**config.mk**
```make
export PLATFORM = sky130hd
export DESIGN_NAME = ftilc_link_ctrl
export DESIGN_NICKNAME = d
export VERILOG_FILES = /design/src/include/ftilc_pkg.sv /design/src/core/ftilc_link_ctrl.sv
export SDC_FILE = /design/constraint.sdc
export NUM_CORES = 2
export LEC_CHECK = 0
export CAP_MARGIN = 0
export CORE_UTILIZATION = 55
export CTS_BUF_LIST = sky130_fd_sc_hd__clkbuf_4
export CTS_CLUSTER_SIZE = 20
export DETAILED_ROUTE_END_ITERATION = 10
export DONT_BUFFER_PORTS = 1
export GPL_TIMING_DRIVEN = 0
export HOLD_SLACK_MARGIN = 0.1
export PLACE_DENSITY = 0.73
export SYNTH_ARGS = -nofsm -noshare
export SYNTH_HDL_FRONTEND = slang
export SYNTH_SLANG_ARGS = --single-unit
```
**constraint.sdc**
```tcl
create_clock -name mclk -period 2.3 [get_ports mclk]
set_input_delay 0.115 -clock mclk [delete_from_list [all_inputs] [get_ports mclk]]
set_output_delay 0.115 -clock mclk [all_outputs]
set_load 0.01 [all_outputs]
```
**src/include/ftilc_pkg.sv**
```systemverilog
// Purpose: Constants and types shared by the fibre to ISDN link control block.
// Assumes: One 200 MHz clock; host reaches the block over a plain byte port.
// Notes: Offsets are byte-port addresses; all parameters live in one byte array.
//
// How it works
// - Defaults answer all calls, B1/B2 to ports.
// - Fibre bit rate held between 300 and 19200.
// - Fault lamp dark only when relay energised.
// - Activity lamp blinks on forwarded received data.
// - Blinking shows local forwarding, no remote confirmation.
// - Push button resets the device logic.
// - Button held lights lamps, drops alarm relay.
// - Config request then button enters parameter mode.
// - Parameter mode accepts downloads and answers uploads.
// - Host reset command leaves mode and restarts.
// - Downloaded parameters kept across soft resets.
// - Name parameter holds up to 13 characters.
// - Per connection: own, partner number, role.
// - Originate role dials; answer role only accepts.
// - Protocol: dialled, leased B1, B2, or both.
// - Free comment text stored with parameters.
// - Relay needs supply, no reset, bus in service.
package ftilc_pkg;

  // ----------------------------------------
  // Host port map
  // ----------------------------------------
  localparam logic [7:0] CMD_OFS = 8'h00;      // Write: command code.
  localparam logic [7:0] STATUS_OFS = 8'h01;   // Read: block state.
  localparam logic [7:0] IRQ_STAT_OFS = 8'h02; // Sticky events, write one to clear.
  localparam logic [7:0] IRQ_MASK_OFS = 8'h03; // Interrupt enables.
  localparam logic [7:0] PARAM_BASE = 8'h10;   // First parameter byte.
  localparam logic [7:0] NAME_OFS = 8'h10;     // Device name, 13 bytes.
  localparam int NAME_LEN = 13;                // Longest name in characters.
  localparam logic [7:0] OWN1_OFS = 8'h20;     // Own number, connection one.
  localparam logic [7:0] PART1_OFS = 8'h28;    // Partner number, connection one.
  localparam logic [7:0] OWN2_OFS = 8'h30;     // Own number, connection two.
  localparam logic [7:0] PART2_OFS = 8'h38;    // Partner number, connection two.
  localparam logic [7:0] ROLE_OFS = 8'h40;     // Bit 0/1: connection dials.
  localparam logic [7:0] PROTO_OFS = 8'h41;    // Signalling protocol code.
  localparam logic [7:0] BAUD_OFS = 8'h42;     // Fibre bit rate code.
  localparam logic [7:0] COMMENT_OFS = 8'h80;  // Free comment text up to 0xff.

  // ----------------------------------------
  // Command codes and defaults
  // ----------------------------------------
  localparam logic [7:0] CMD_CFG_REQ = 8'h01;  // Ask for parameter mode.
  localparam logic [7:0] CMD_RESTART = 8'h02;  // Leave parameter mode and restart.
  localparam logic [7:0] ROLE_RESET = 8'h00;   // Both connections answer only.
  localparam logic [7:0] BAUD_RESET = 8'h06;   // 19200 baud.
  localparam logic [7:0] FILL_RESET = 8'h2d;   // Unused number digits read as a dash.
  localparam logic [7:0] BLANK_RESET = 8'h00;  // Name and comment start empty.
  localparam logic [7:0] BAUD_MIN_CODE = 8'h00; // 300 baud.
  localparam logic [7:0] BAUD_MAX_CODE = 8'h06; // 19200 baud, doubling per code.
  localparam int BAUD_MIN = 300;
  localparam int BAUD_MAX = 19200;

  // ----------------------------------------
  // Timing
  // ----------------------------------------
  localparam int CLK_PERIOD_PS = 5000;               // 200 MHz.
  localparam longint BLINK_TIME_PS = 64'd50000000000; // 50 ms lamp on time per hold.
  localparam int BLINK_CYCLES = int'(BLINK_TIME_PS / CLK_PERIOD_PS);

  // Interrupt bit positions.
  localparam int IRQ_RX1 = 0;
  localparam int IRQ_RX2 = 1;
  localparam int IRQ_PMODE = 2;
  localparam int IRQ_BUSLOST = 3;

  // Signalling protocol choices.
  typedef enum logic [7:0] {
    PROTO_DIALLED = 8'h00,
    PROTO_LEASED_B1 = 8'h01,
    PROTO_LEASED_B2 = 8'h02,
    PROTO_LEASED_BOTH = 8'h03
  } ftilc_proto_type;

  // One byte with its valid flag.
  typedef struct packed {
    logic valid;
    logic [7:0] data;
  } ftilc_byte_type;

endpackage

```
**src/core/ftilc_link_ctrl.sv**
```systemverilog
// Purpose: Lamps, relay, button, parameter mode, parameter store and byte routing.
// Assumes: All inputs synchronous to mclk; button input is already debounced.
// Notes: nrst stands for power-up; the parameter store is not cleared by soft resets.
`timescale 1ns/10ps
module ftilc_link_ctrl #(
  parameter int BLINK_CYCLES = ftilc_pkg::BLINK_CYCLES
) (
  input wire logic mclk,
  input wire logic nrst,
  input wire logic button_pressed,
  input wire logic supply_ok,
  input wire logic bus_in_service,
  input wire logic [7:0] host_addr,
  input wire logic [7:0] host_wdata,
  input wire logic host_wr,
  input wire logic host_rd,
  output logic [7:0] host_rdata,
  output logic irq,
  input wire ftilc_pkg::ftilc_byte_type fibre_port_one_rx,
  input wire ftilc_pkg::ftilc_byte_type fibre_port_two_rx,
  output ftilc_pkg::ftilc_byte_type fibre_port_one_tx,
  output ftilc_pkg::ftilc_byte_type fibre_port_two_tx,
  input wire logic [1:0] bearer_ready,
  input wire ftilc_pkg::ftilc_byte_type bearer_one_rx,
  input wire ftilc_pkg::ftilc_byte_type bearer_two_rx,
  output ftilc_pkg::ftilc_byte_type bearer_one_tx,
  output ftilc_pkg::ftilc_byte_type bearer_two_tx,
  input wire logic [1:0] incoming_call,
  input wire logic [1:0] call_connected,
  output logic [1:0] dial_request,
  output logic [1:0] accept_call,
  output logic [2:0] baud_code,
  output logic alarm_relay,
  output logic led_fault,
  output logic led_fibre_one,
  output logic led_fibre_two
);

  // ----------------------------------------
  // Declarations
  // ----------------------------------------
  logic [7:0] param_reg [0:255];  // Parameter image, addressed by host offset.
  logic cfg_req_reg;              // Host asked for parameter mode.
  logic param_mode_reg;           // Parameter mode active.
  logic restart_reg;              // One cycle restart after the exit command.
  logic [3:0] irq_stat_reg;       // Sticky events.
  logic [3:0] irq_mask_reg;       // Event enables.
  logic [3:0] irq_event;          // Events of this cycle.
  logic bus_seen_reg;             // Previous bus state, for the loss edge.
  logic soft_reset;               // Logic reset from the button or restart.
  logic [1:0] chan_enable;        // Channels the protocol lets carry data.
  logic [1:0] chan_ok;            // Channel may forward now.
  logic [1:0] fwd_up;             // Fibre byte forwarded to channel this cycle.
  logic [31:0] blink_cnt_reg [0:1]; // Activity hold counters.
  logic [1:0] blink_phase_reg;    // Lamp on/off phase while active.
  logic cmd_wr;                   // Write to the command offset.
  ftilc_pkg::ftilc_proto_type proto;

  // Parameter window test used by both the write and the read paths.
  function automatic logic is_param(input logic [7:0] a);
    is_param = (a >= ftilc_pkg::PARAM_BASE);
  endfunction

  // Rate code check: only codes inside the fibre rate range are stored.
  function automatic logic baud_legal(input logic [7:0] c);
    baud_legal = (c >= ftilc_pkg::BAUD_MIN_CODE) && (c <= ftilc_pkg::BAUD_MAX_CODE);
  endfunction

  assign cmd_wr = host_wr && (host_addr == ftilc_pkg::CMD_OFS);

  // Held button and the restart pulse both reset the operating logic.
  assign soft_reset = button_pressed | restart_reg;

  // ----------------------------------------
  // Parameter mode
  // ----------------------------------------

  // A configuration request waits for the button; the press then enters the mode.
  // The exit command clears both and triggers one restart cycle.
  always_ff @(posedge mclk or negedge nrst) begin
    if (!nrst) begin
      cfg_req_reg <= 1'b0;
      param_mode_reg <= 1'b0;
      restart_reg <= 1'b0;
    end else begin
      restart_reg <= 1'b0;
      if (cmd_wr && host_wdata == ftilc_pkg::CMD_RESTART) begin
        cfg_req_reg <= 1'b0;
        param_mode_reg <= 1'b0;
        restart_reg <= 1'b1;
      end else if (cmd_wr && host_wdata == ftilc_pkg::CMD_CFG_REQ) begin
        cfg_req_reg <= 1'b1;
      end else if (cfg_req_reg && button_pressed) begin
        // The press is the operator's confirmation; the status bit is the acknowledge.
        param_mode_reg <= 1'b1;
        cfg_req_reg <= 1'b0;
      end
    end
  end

  // ----------------------------------------
  // Parameter store
  // ----------------------------------------

  // Only nrst loads factory values; button and restart leave the image alone,
  // which is what lets downloaded values outlive a device reset.
  // Downloads are taken only in parameter mode, so a stray write in service
  // cannot change routing under live traffic.
  always_ff @(posedge mclk or negedge nrst) begin
    if (!nrst) begin
      for (int i = 0; i < 256; i++) begin
        if (i >= 32 && i < 64) begin
          param_reg[i] <= ftilc_pkg::FILL_RESET; // Numbers unset.
        end else begin
          param_reg[i] <= ftilc_pkg::BLANK_RESET; // Name and comment empty.
        end
      end
      param_reg[ftilc_pkg::ROLE_OFS] <= ftilc_pkg::ROLE_RESET; // Answer every call.
      param_reg[ftilc_pkg::PROTO_OFS] <= 8'(ftilc_pkg::PROTO_DIALLED);
      param_reg[ftilc_pkg::BAUD_OFS] <= ftilc_pkg::BAUD_RESET;
    end else if (host_wr && param_mode_reg && is_param(host_addr)) begin
      if (host_addr == ftilc_pkg::BAUD_OFS) begin
        if (baud_legal(host_wdata)) begin
          param_reg[host_addr] <= host_wdata; // Out-of-range rates are dropped.
        end
      end else if (host_addr >= ftilc_pkg::NAME_OFS + 8'(ftilc_pkg::NAME_LEN) &&
                   host_addr < ftilc_pkg::OWN1_OFS) begin
        // Bytes past the 13th name character are not kept.
      end else begin
        param_reg[host_addr] <= host_wdata;
      end
    end
  end

  // ----------------------------------------
  // Host read port
  // ----------------------------------------

  // Read data appear the cycle after the strobe. Parameters upload only in
  // parameter mode; outside it and at unmapped offsets below PARAM_BASE the port reads zero.
  always_ff @(posedge mclk or negedge nrst) begin
    if (!nrst) begin
      host_rdata <= 8'h00;
    end else if (host_rd) begin
      if (host_addr == ftilc_pkg::STATUS_OFS) begin
        host_rdata <= {3'b000, bus_in_service, alarm_relay, restart_reg, param_mode_reg, cfg_req_reg};
      end else if (host_addr == ftilc_pkg::IRQ_STAT_OFS) begin
        host_rdata <= {4'h0, irq_stat_reg};
      end else if (host_addr == ftilc_pkg::IRQ_MASK_OFS) begin
        host_rdata <= {4'h0, irq_mask_reg};
      end else if (param_mode_reg && is_param(host_addr)) begin
        host_rdata <= param_reg[host_addr];
      end else begin
        host_rdata <= 8'h00;
      end
    end else begin
      host_rdata <= 8'h00;
    end
  end

  // ----------------------------------------
  // Interrupts
  // ----------------------------------------

  assign irq_event[ftilc_pkg::IRQ_RX1] = fwd_up[0];
  assign irq_event[ftilc_pkg::IRQ_RX2] = fwd_up[1];
  assign irq_event[ftilc_pkg::IRQ_PMODE] = cfg_req_reg && button_pressed && !cmd_wr;
  assign irq_event[ftilc_pkg::IRQ_BUSLOST] = bus_seen_reg && !bus_in_service;

  // Bus state history for the loss edge.
  always_ff @(posedge mclk or negedge nrst) begin
    if (!nrst) begin
      bus_seen_reg <= 1'b0;
    end else begin
      bus_seen_reg <= bus_in_service;
    end
  end

  // Sticky status; an event in the clearing cycle survives the clear.
  always_ff @(posedge mclk or negedge nrst) begin
    if (!nrst) begin
      irq_stat_reg <= 4'h0;
    end else if (host_wr && host_addr == ftilc_pkg::IRQ_STAT_OFS) begin
      irq_stat_reg <= (irq_stat_reg & ~host_wdata[3:0]) | irq_event;
    end else begin
      irq_stat_reg <= irq_stat_reg | irq_event;
    end
  end

  // Mask register.
  always_ff @(posedge mclk or negedge nrst) begin
    if (!nrst) begin
      irq_mask_reg <= 4'h0;
    end else if (host_wr && host_addr == ftilc_pkg::IRQ_MASK_OFS) begin
      irq_mask_reg <= host_wdata[3:0];
    end
  end

  assign irq = |(irq_stat_reg & irq_mask_reg);

  // ----------------------------------------
  // Protocol, roles and call control
  // ----------------------------------------

  assign proto = ftilc_pkg::ftilc_proto_type'(param_reg[ftilc_pkg::PROTO_OFS]);
  assign baud_code = param_reg[ftilc_pkg::BAUD_OFS][2:0];

  // Leased modes fix which channels carry data; the dialled mode needs a call.
  always_comb begin
    case (proto)
      ftilc_pkg::PROTO_DIALLED: chan_enable = call_connected;
      ftilc_pkg::PROTO_LEASED_B1: chan_enable = 2'b01;
      ftilc_pkg::PROTO_LEASED_B2: chan_enable = 2'b10;
      ftilc_pkg::PROTO_LEASED_BOTH: chan_enable = 2'b11;
      default: chan_enable = 2'b00;
    endcase
  end

  // A dialling connection keeps asking until the call stands; an answering one
  // only picks up. The far end is trusted to hold the opposite role, since a
  // pair of diallers would just keep meeting a busy line.
  always_ff @(posedge mclk or negedge nrst) begin
    if (!nrst) begin
      dial_request <= 2'b00;
      accept_call <= 2'b00;
    end else if (soft_reset || param_mode_reg || proto != ftilc_pkg::PROTO_DIALLED) begin
      dial_request <= 2'b00;
      accept_call <= 2'b00;
    end else begin
      for (int i = 0; i < 2; i++) begin
        dial_request[i] <= param_reg[ftilc_pkg::ROLE_OFS][i] && !call_connected[i];
        accept_call[i] <= !param_reg[ftilc_pkg::ROLE_OFS][i] && incoming_call[i];
      end
    end
  end

  // ----------------------------------------
  // Byte forwarding
  // ----------------------------------------

  // Port one always pairs with the first channel, port two with the second.
  assign chan_ok = bearer_ready & chan_enable & {2{!param_mode_reg && !soft_reset}};
  assign fwd_up = {fibre_port_two_rx.valid, fibre_port_one_rx.valid} & chan_ok;

  // Registered copy in both directions.
  always_ff @(posedge mclk or negedge nrst) begin
    if (!nrst) begin
      bearer_one_tx <= '0;
      bearer_two_tx <= '0;
      fibre_port_one_tx <= '0;
      fibre_port_two_tx <= '0;
    end else begin
      bearer_one_tx <= '{valid: fwd_up[0], data: fibre_port_one_rx.data};
      bearer_two_tx <= '{valid: fwd_up[1], data: fibre_port_two_rx.data};
      fibre_port_one_tx <= '{valid: bearer_one_rx.valid && chan_ok[0], data: bearer_one_rx.data};
      fibre_port_two_tx <= '{valid: bearer_two_rx.valid && chan_ok[1], data: bearer_two_rx.data};
    end
  end

  // ----------------------------------------
  // Activity lamps
  // ----------------------------------------

  // A byte forwarded while no hold runs arms the count; the phase flips at arming and at expiry,
  // so a steady stream keeps the lamp lit but for one cycle per hold. Nothing from the far end feeds this.
  always_ff @(posedge mclk or negedge nrst) begin
    if (!nrst) begin
      blink_cnt_reg[0] <= 32'h0;
      blink_cnt_reg[1] <= 32'h0;
      blink_phase_reg <= 2'b00;
    end else begin
      for (int i = 0; i < 2; i++) begin
        if (blink_cnt_reg[i] != 32'h0) begin
          blink_cnt_reg[i] <= blink_cnt_reg[i] - 32'h1;
          if (blink_cnt_reg[i] == 32'h1) begin
            blink_phase_reg[i] <= !blink_phase_reg[i];
          end
        end else if (fwd_up[i]) begin
          blink_cnt_reg[i] <= 32'(BLINK_CYCLES);
          blink_phase_reg[i] <= !blink_phase_reg[i];
        end else begin
          blink_phase_reg[i] <= 1'b0;
        end
      end
    end
  end

  // ----------------------------------------
  // Relay and fault lamp
  // ----------------------------------------

  // The relay drops during any internal reset, including a held button.
  always_ff @(posedge mclk or negedge nrst) begin
    if (!nrst) begin
      alarm_relay <= 1'b0;
    end else begin
      alarm_relay <= supply_ok && !soft_reset && bus_in_service;
    end
  end

  // Lamps from flip-flops; a held button forces all three on as a lamp test.
  always_ff @(posedge mclk or negedge nrst) begin
    if (!nrst) begin
      led_fault <= 1'b1;
      led_fibre_one <= 1'b0;
      led_fibre_two <= 1'b0;
    end else begin
      led_fault <= button_pressed || !(supply_ok && !restart_reg && bus_in_service);
      led_fibre_one <= button_pressed || blink_phase_reg[0];
      led_fibre_two <= button_pressed || blink_phase_reg[1];
    end
  end

endmodule // ftilc_link_ctrl

```
==> impl_metrics.ini <==
[power]
finalPower_uw = 79300
p_sw_share_pct = 26.3
p_seq_share_pct = 48.9
power_frac_clock_pct = 44.5
p_leak_uw = 0.0537
p_comb_share_pct = 6.6
p_int_uw = 58400
p_sw_uw = 20900
vdd_drop_max_mv = 0.636
power_density_nw_per_um2 = 689

[final_layout]
largest_register_ffs = 2037
drive_gt1_share_pct = 57.5
syn_to_final_growth_pct = 18.5
final_cells = 9897
fin_nets = 7217
finalCoreUtilization_pct = 65.9

[yosys]
synth_seq_area_share_pct = 56.3
netlist_area_um2 = 97100
netlist_instances = 6174
syn_avg_cell_area_um2 = 15.7
ys.flop_type = dfrtp_1
ys_top_cells_by_area = dfrtp_1 (53%), mux2_2 (22%), mux4_2 (13%), dfstp_2 (3.5%), clkbuf_1 (1.7%)
synth_common_cells = dfrtp_1 (2047), mux2_2 (1896), mux4_2 (570)
synth_top_area_cell = dfrtp_1
yosysMostFrequentCell = dfrtp_1
ys_seq_elements = 2178
synth_cell_type_count = 71
yosysWarningCount = 0
yosys.area.top_type_share_pct = 52.8
synth-edff-count = 0
synth_fp_nets = 6245
async_flop_share_pct = 100

[floorplanning]
fp.coreArea_um2 = 175000
dieArea_um2 = 178000
ios = 121
die_h_um = 422
start_util_pct = 55.6
die_x_um = 422
row_count = 153

[clock_network]
cts-root-buf = clkbuf_4
htree_levels = 6
cts.clk_slew.worst_paths_ns = 0.06
cts_tree = done
cts.sinks = 2178
clk_latency_ns = 1.46
clockBufferDepth = 4
cts_buffers = 594

[setup_path]
crit_start = host_addr[1]
critPathArrivalTime_ns = 4.07
r2r-end = host_rdata[0]
crit_type = input pin to flop
r2r_slack_ns = -0.44
critPathCapture = host_rdata[7]
ff2ff_path_depth = 7
timing.rr.start = param_reg[896]
start_kind = input pin
crit_required_ns = 3.61
cp_cell_sequence = buf_4 -> clkdlybuf4s15_2 -> clkbuf_2 -> mux4_2 -> mux4_2 -> mux2i_1 -> a211oi_1 -> o21bai_1 -> o41ai_2 -> buf_4
critPathCaptureType = flop
slowest_delay_ns = 0.83
cp_slowest_cell = clkbuf_2
crit_fanout = 10

[routing]
drt-vias-per-instance = 6.56
wl_per_cell_um = 34.7
antenna_left = 0
post-route-drc-count = 0
drt_iter0_markers = 7130
wirelength_um = 344000
dr_total_vias = 64900
drt-pass1-iter-count = 8

[timing]
rsz0062_at_grt = yes
relSlewSlack_pct = -6.25
holdWs_ns = -0.384
finalCritPeriodShare_pct = 120
final_hold_viol_count = 411
final.setup.worst_slack_ns = -0.457
finalSetupViolCount = 1166
max_freq_mhz = 363
fin_skew_ns = 0.118
tns_ns = -97.17
slew_viol_final = 45
finalCriticalPeriod_ns = 2.76
worst_pin_slew_ns = 1.59

[grt]
grt_pass1_wl_um = 484000
grt_pass1_vias = 66900
grt-ovfl-total = 0
grt.total_usage_pct = 38.6
grt_max_degree = 315
antenna_found_initial = 22

[status]
outcome = finished with violations
violations = hold timing, capacitance limit, slew limit, setup timing

[placement]
pre_cts_slack_ns = -3.64
numPortBuffers = 0
hpwlAfterDp_um = 224000
finalWeightedCongestion = 1.02
placed_cells = 8516

[job]
cap_viol_max_count = 4

[worst_hold_path]
hp-class = input pin to async pin
## cell families after synthesis
kind of cell               Yosys count  share of synthesized area (%)
and+or+nand+nor                    547                           2.95
muxes                             2491                           35.5
AOI/OAI and AO/OA                  315                           2.22
buffers and inverters              597                           2.63
adders and majority gates            6                         0.0773
DFF                               2178                           56.3
xor gates and xnor gates            40                          0.361
## worst min-delay path by stage
stage / end / cells past startpoint
2_1_floorplan: accept_call[0] / 0
3_3_place_gp: fibre_port_one_tx[1] / 0
3_5_place_dp: fibre_port_one_tx[1] / 0
4_1_cts: param_reg[1173] / 11
5_1_grt: param_reg[1059] / 11
6_report: param_reg[1173] / 11
## layout make-up
| type | count | area, um^2 |
|---|---|---|
| clock buffer | 911 | 6840 |
| timing repair buffer | 375 | 4810 |
| fill | 12300 | 59500 |
| clock inverter | 94 | 528 |
| antenna | 17 | 42.5 |
| multi-input combinational | 3401 | 42200 |
| inverter | 13 | 48.8 |
| tap | 2325 | 2910 |
| buffer | 583 | 3050 |
| sequential | 2178 | 54700 |
## layer usage
layer  GRT usage [%]  wire, um
met2            54.9    149000
met3            14.5     40900
met5               0        77
met1            48.3    124000
met4            28.8     30000
## through the flow
stage / instance area (um^2) / hold WS [ns]
finish: 115000 / -0.384
global route: 115000 / -0.323
CTS: 113000 / -0.152
global placement: 100000 / -0.122
detailed placement: 101000 / -0.178
floorplan: 97300 / -0.181
## power groups by stage
stage / sequential (uW) / combinational (uW) / clock (uW)
floorplan: 39400 / 1780 / 0
global placement: 39400 / 3540 / 0
detailed placement: 39400 / 4390 / 0
CTS: 38700 / 4860 / 35400
global route: 38800 / 5350 / 37700
finish: 38800 / 5230 / 35200
## worst max-delay path: cells and delay by family
kind                   cells  cell delay (ns)
buffers and inverters      4             2.07
AOI/OAI and AO/OA          3             0.57
muxes                      3             1.29
## repair_timing
item / in CTS / in global routing
pin swaps: 95 / 68
hold buffers: 198 / 5
endpoints found under the setup margin: 1958 / 1729
hold endpoints to repair: 3917 / 479
gates resized for setup: 484 / 190
cloned: 1 / 10
buffers inserted: 89 / 56
## placed cells by master (no fill, tap or decap), types with 47 or more instances in the layout
cell	count
buf_4	126
clkbuf_1	382
clkbuf_4	931
a22oi_1	114
nor2_1	54
clkbuf_2	47
mux4_2	570
nor2_2	52
dfrtp_1	2042
dlygate4sd3_1	189
buf_12	72
nand2_1	73
mux2_2	1896
nor2_4	151
dfstp_2	131
clkinv_1	63
No activity file was read; power rests on OpenSTA's default activity.
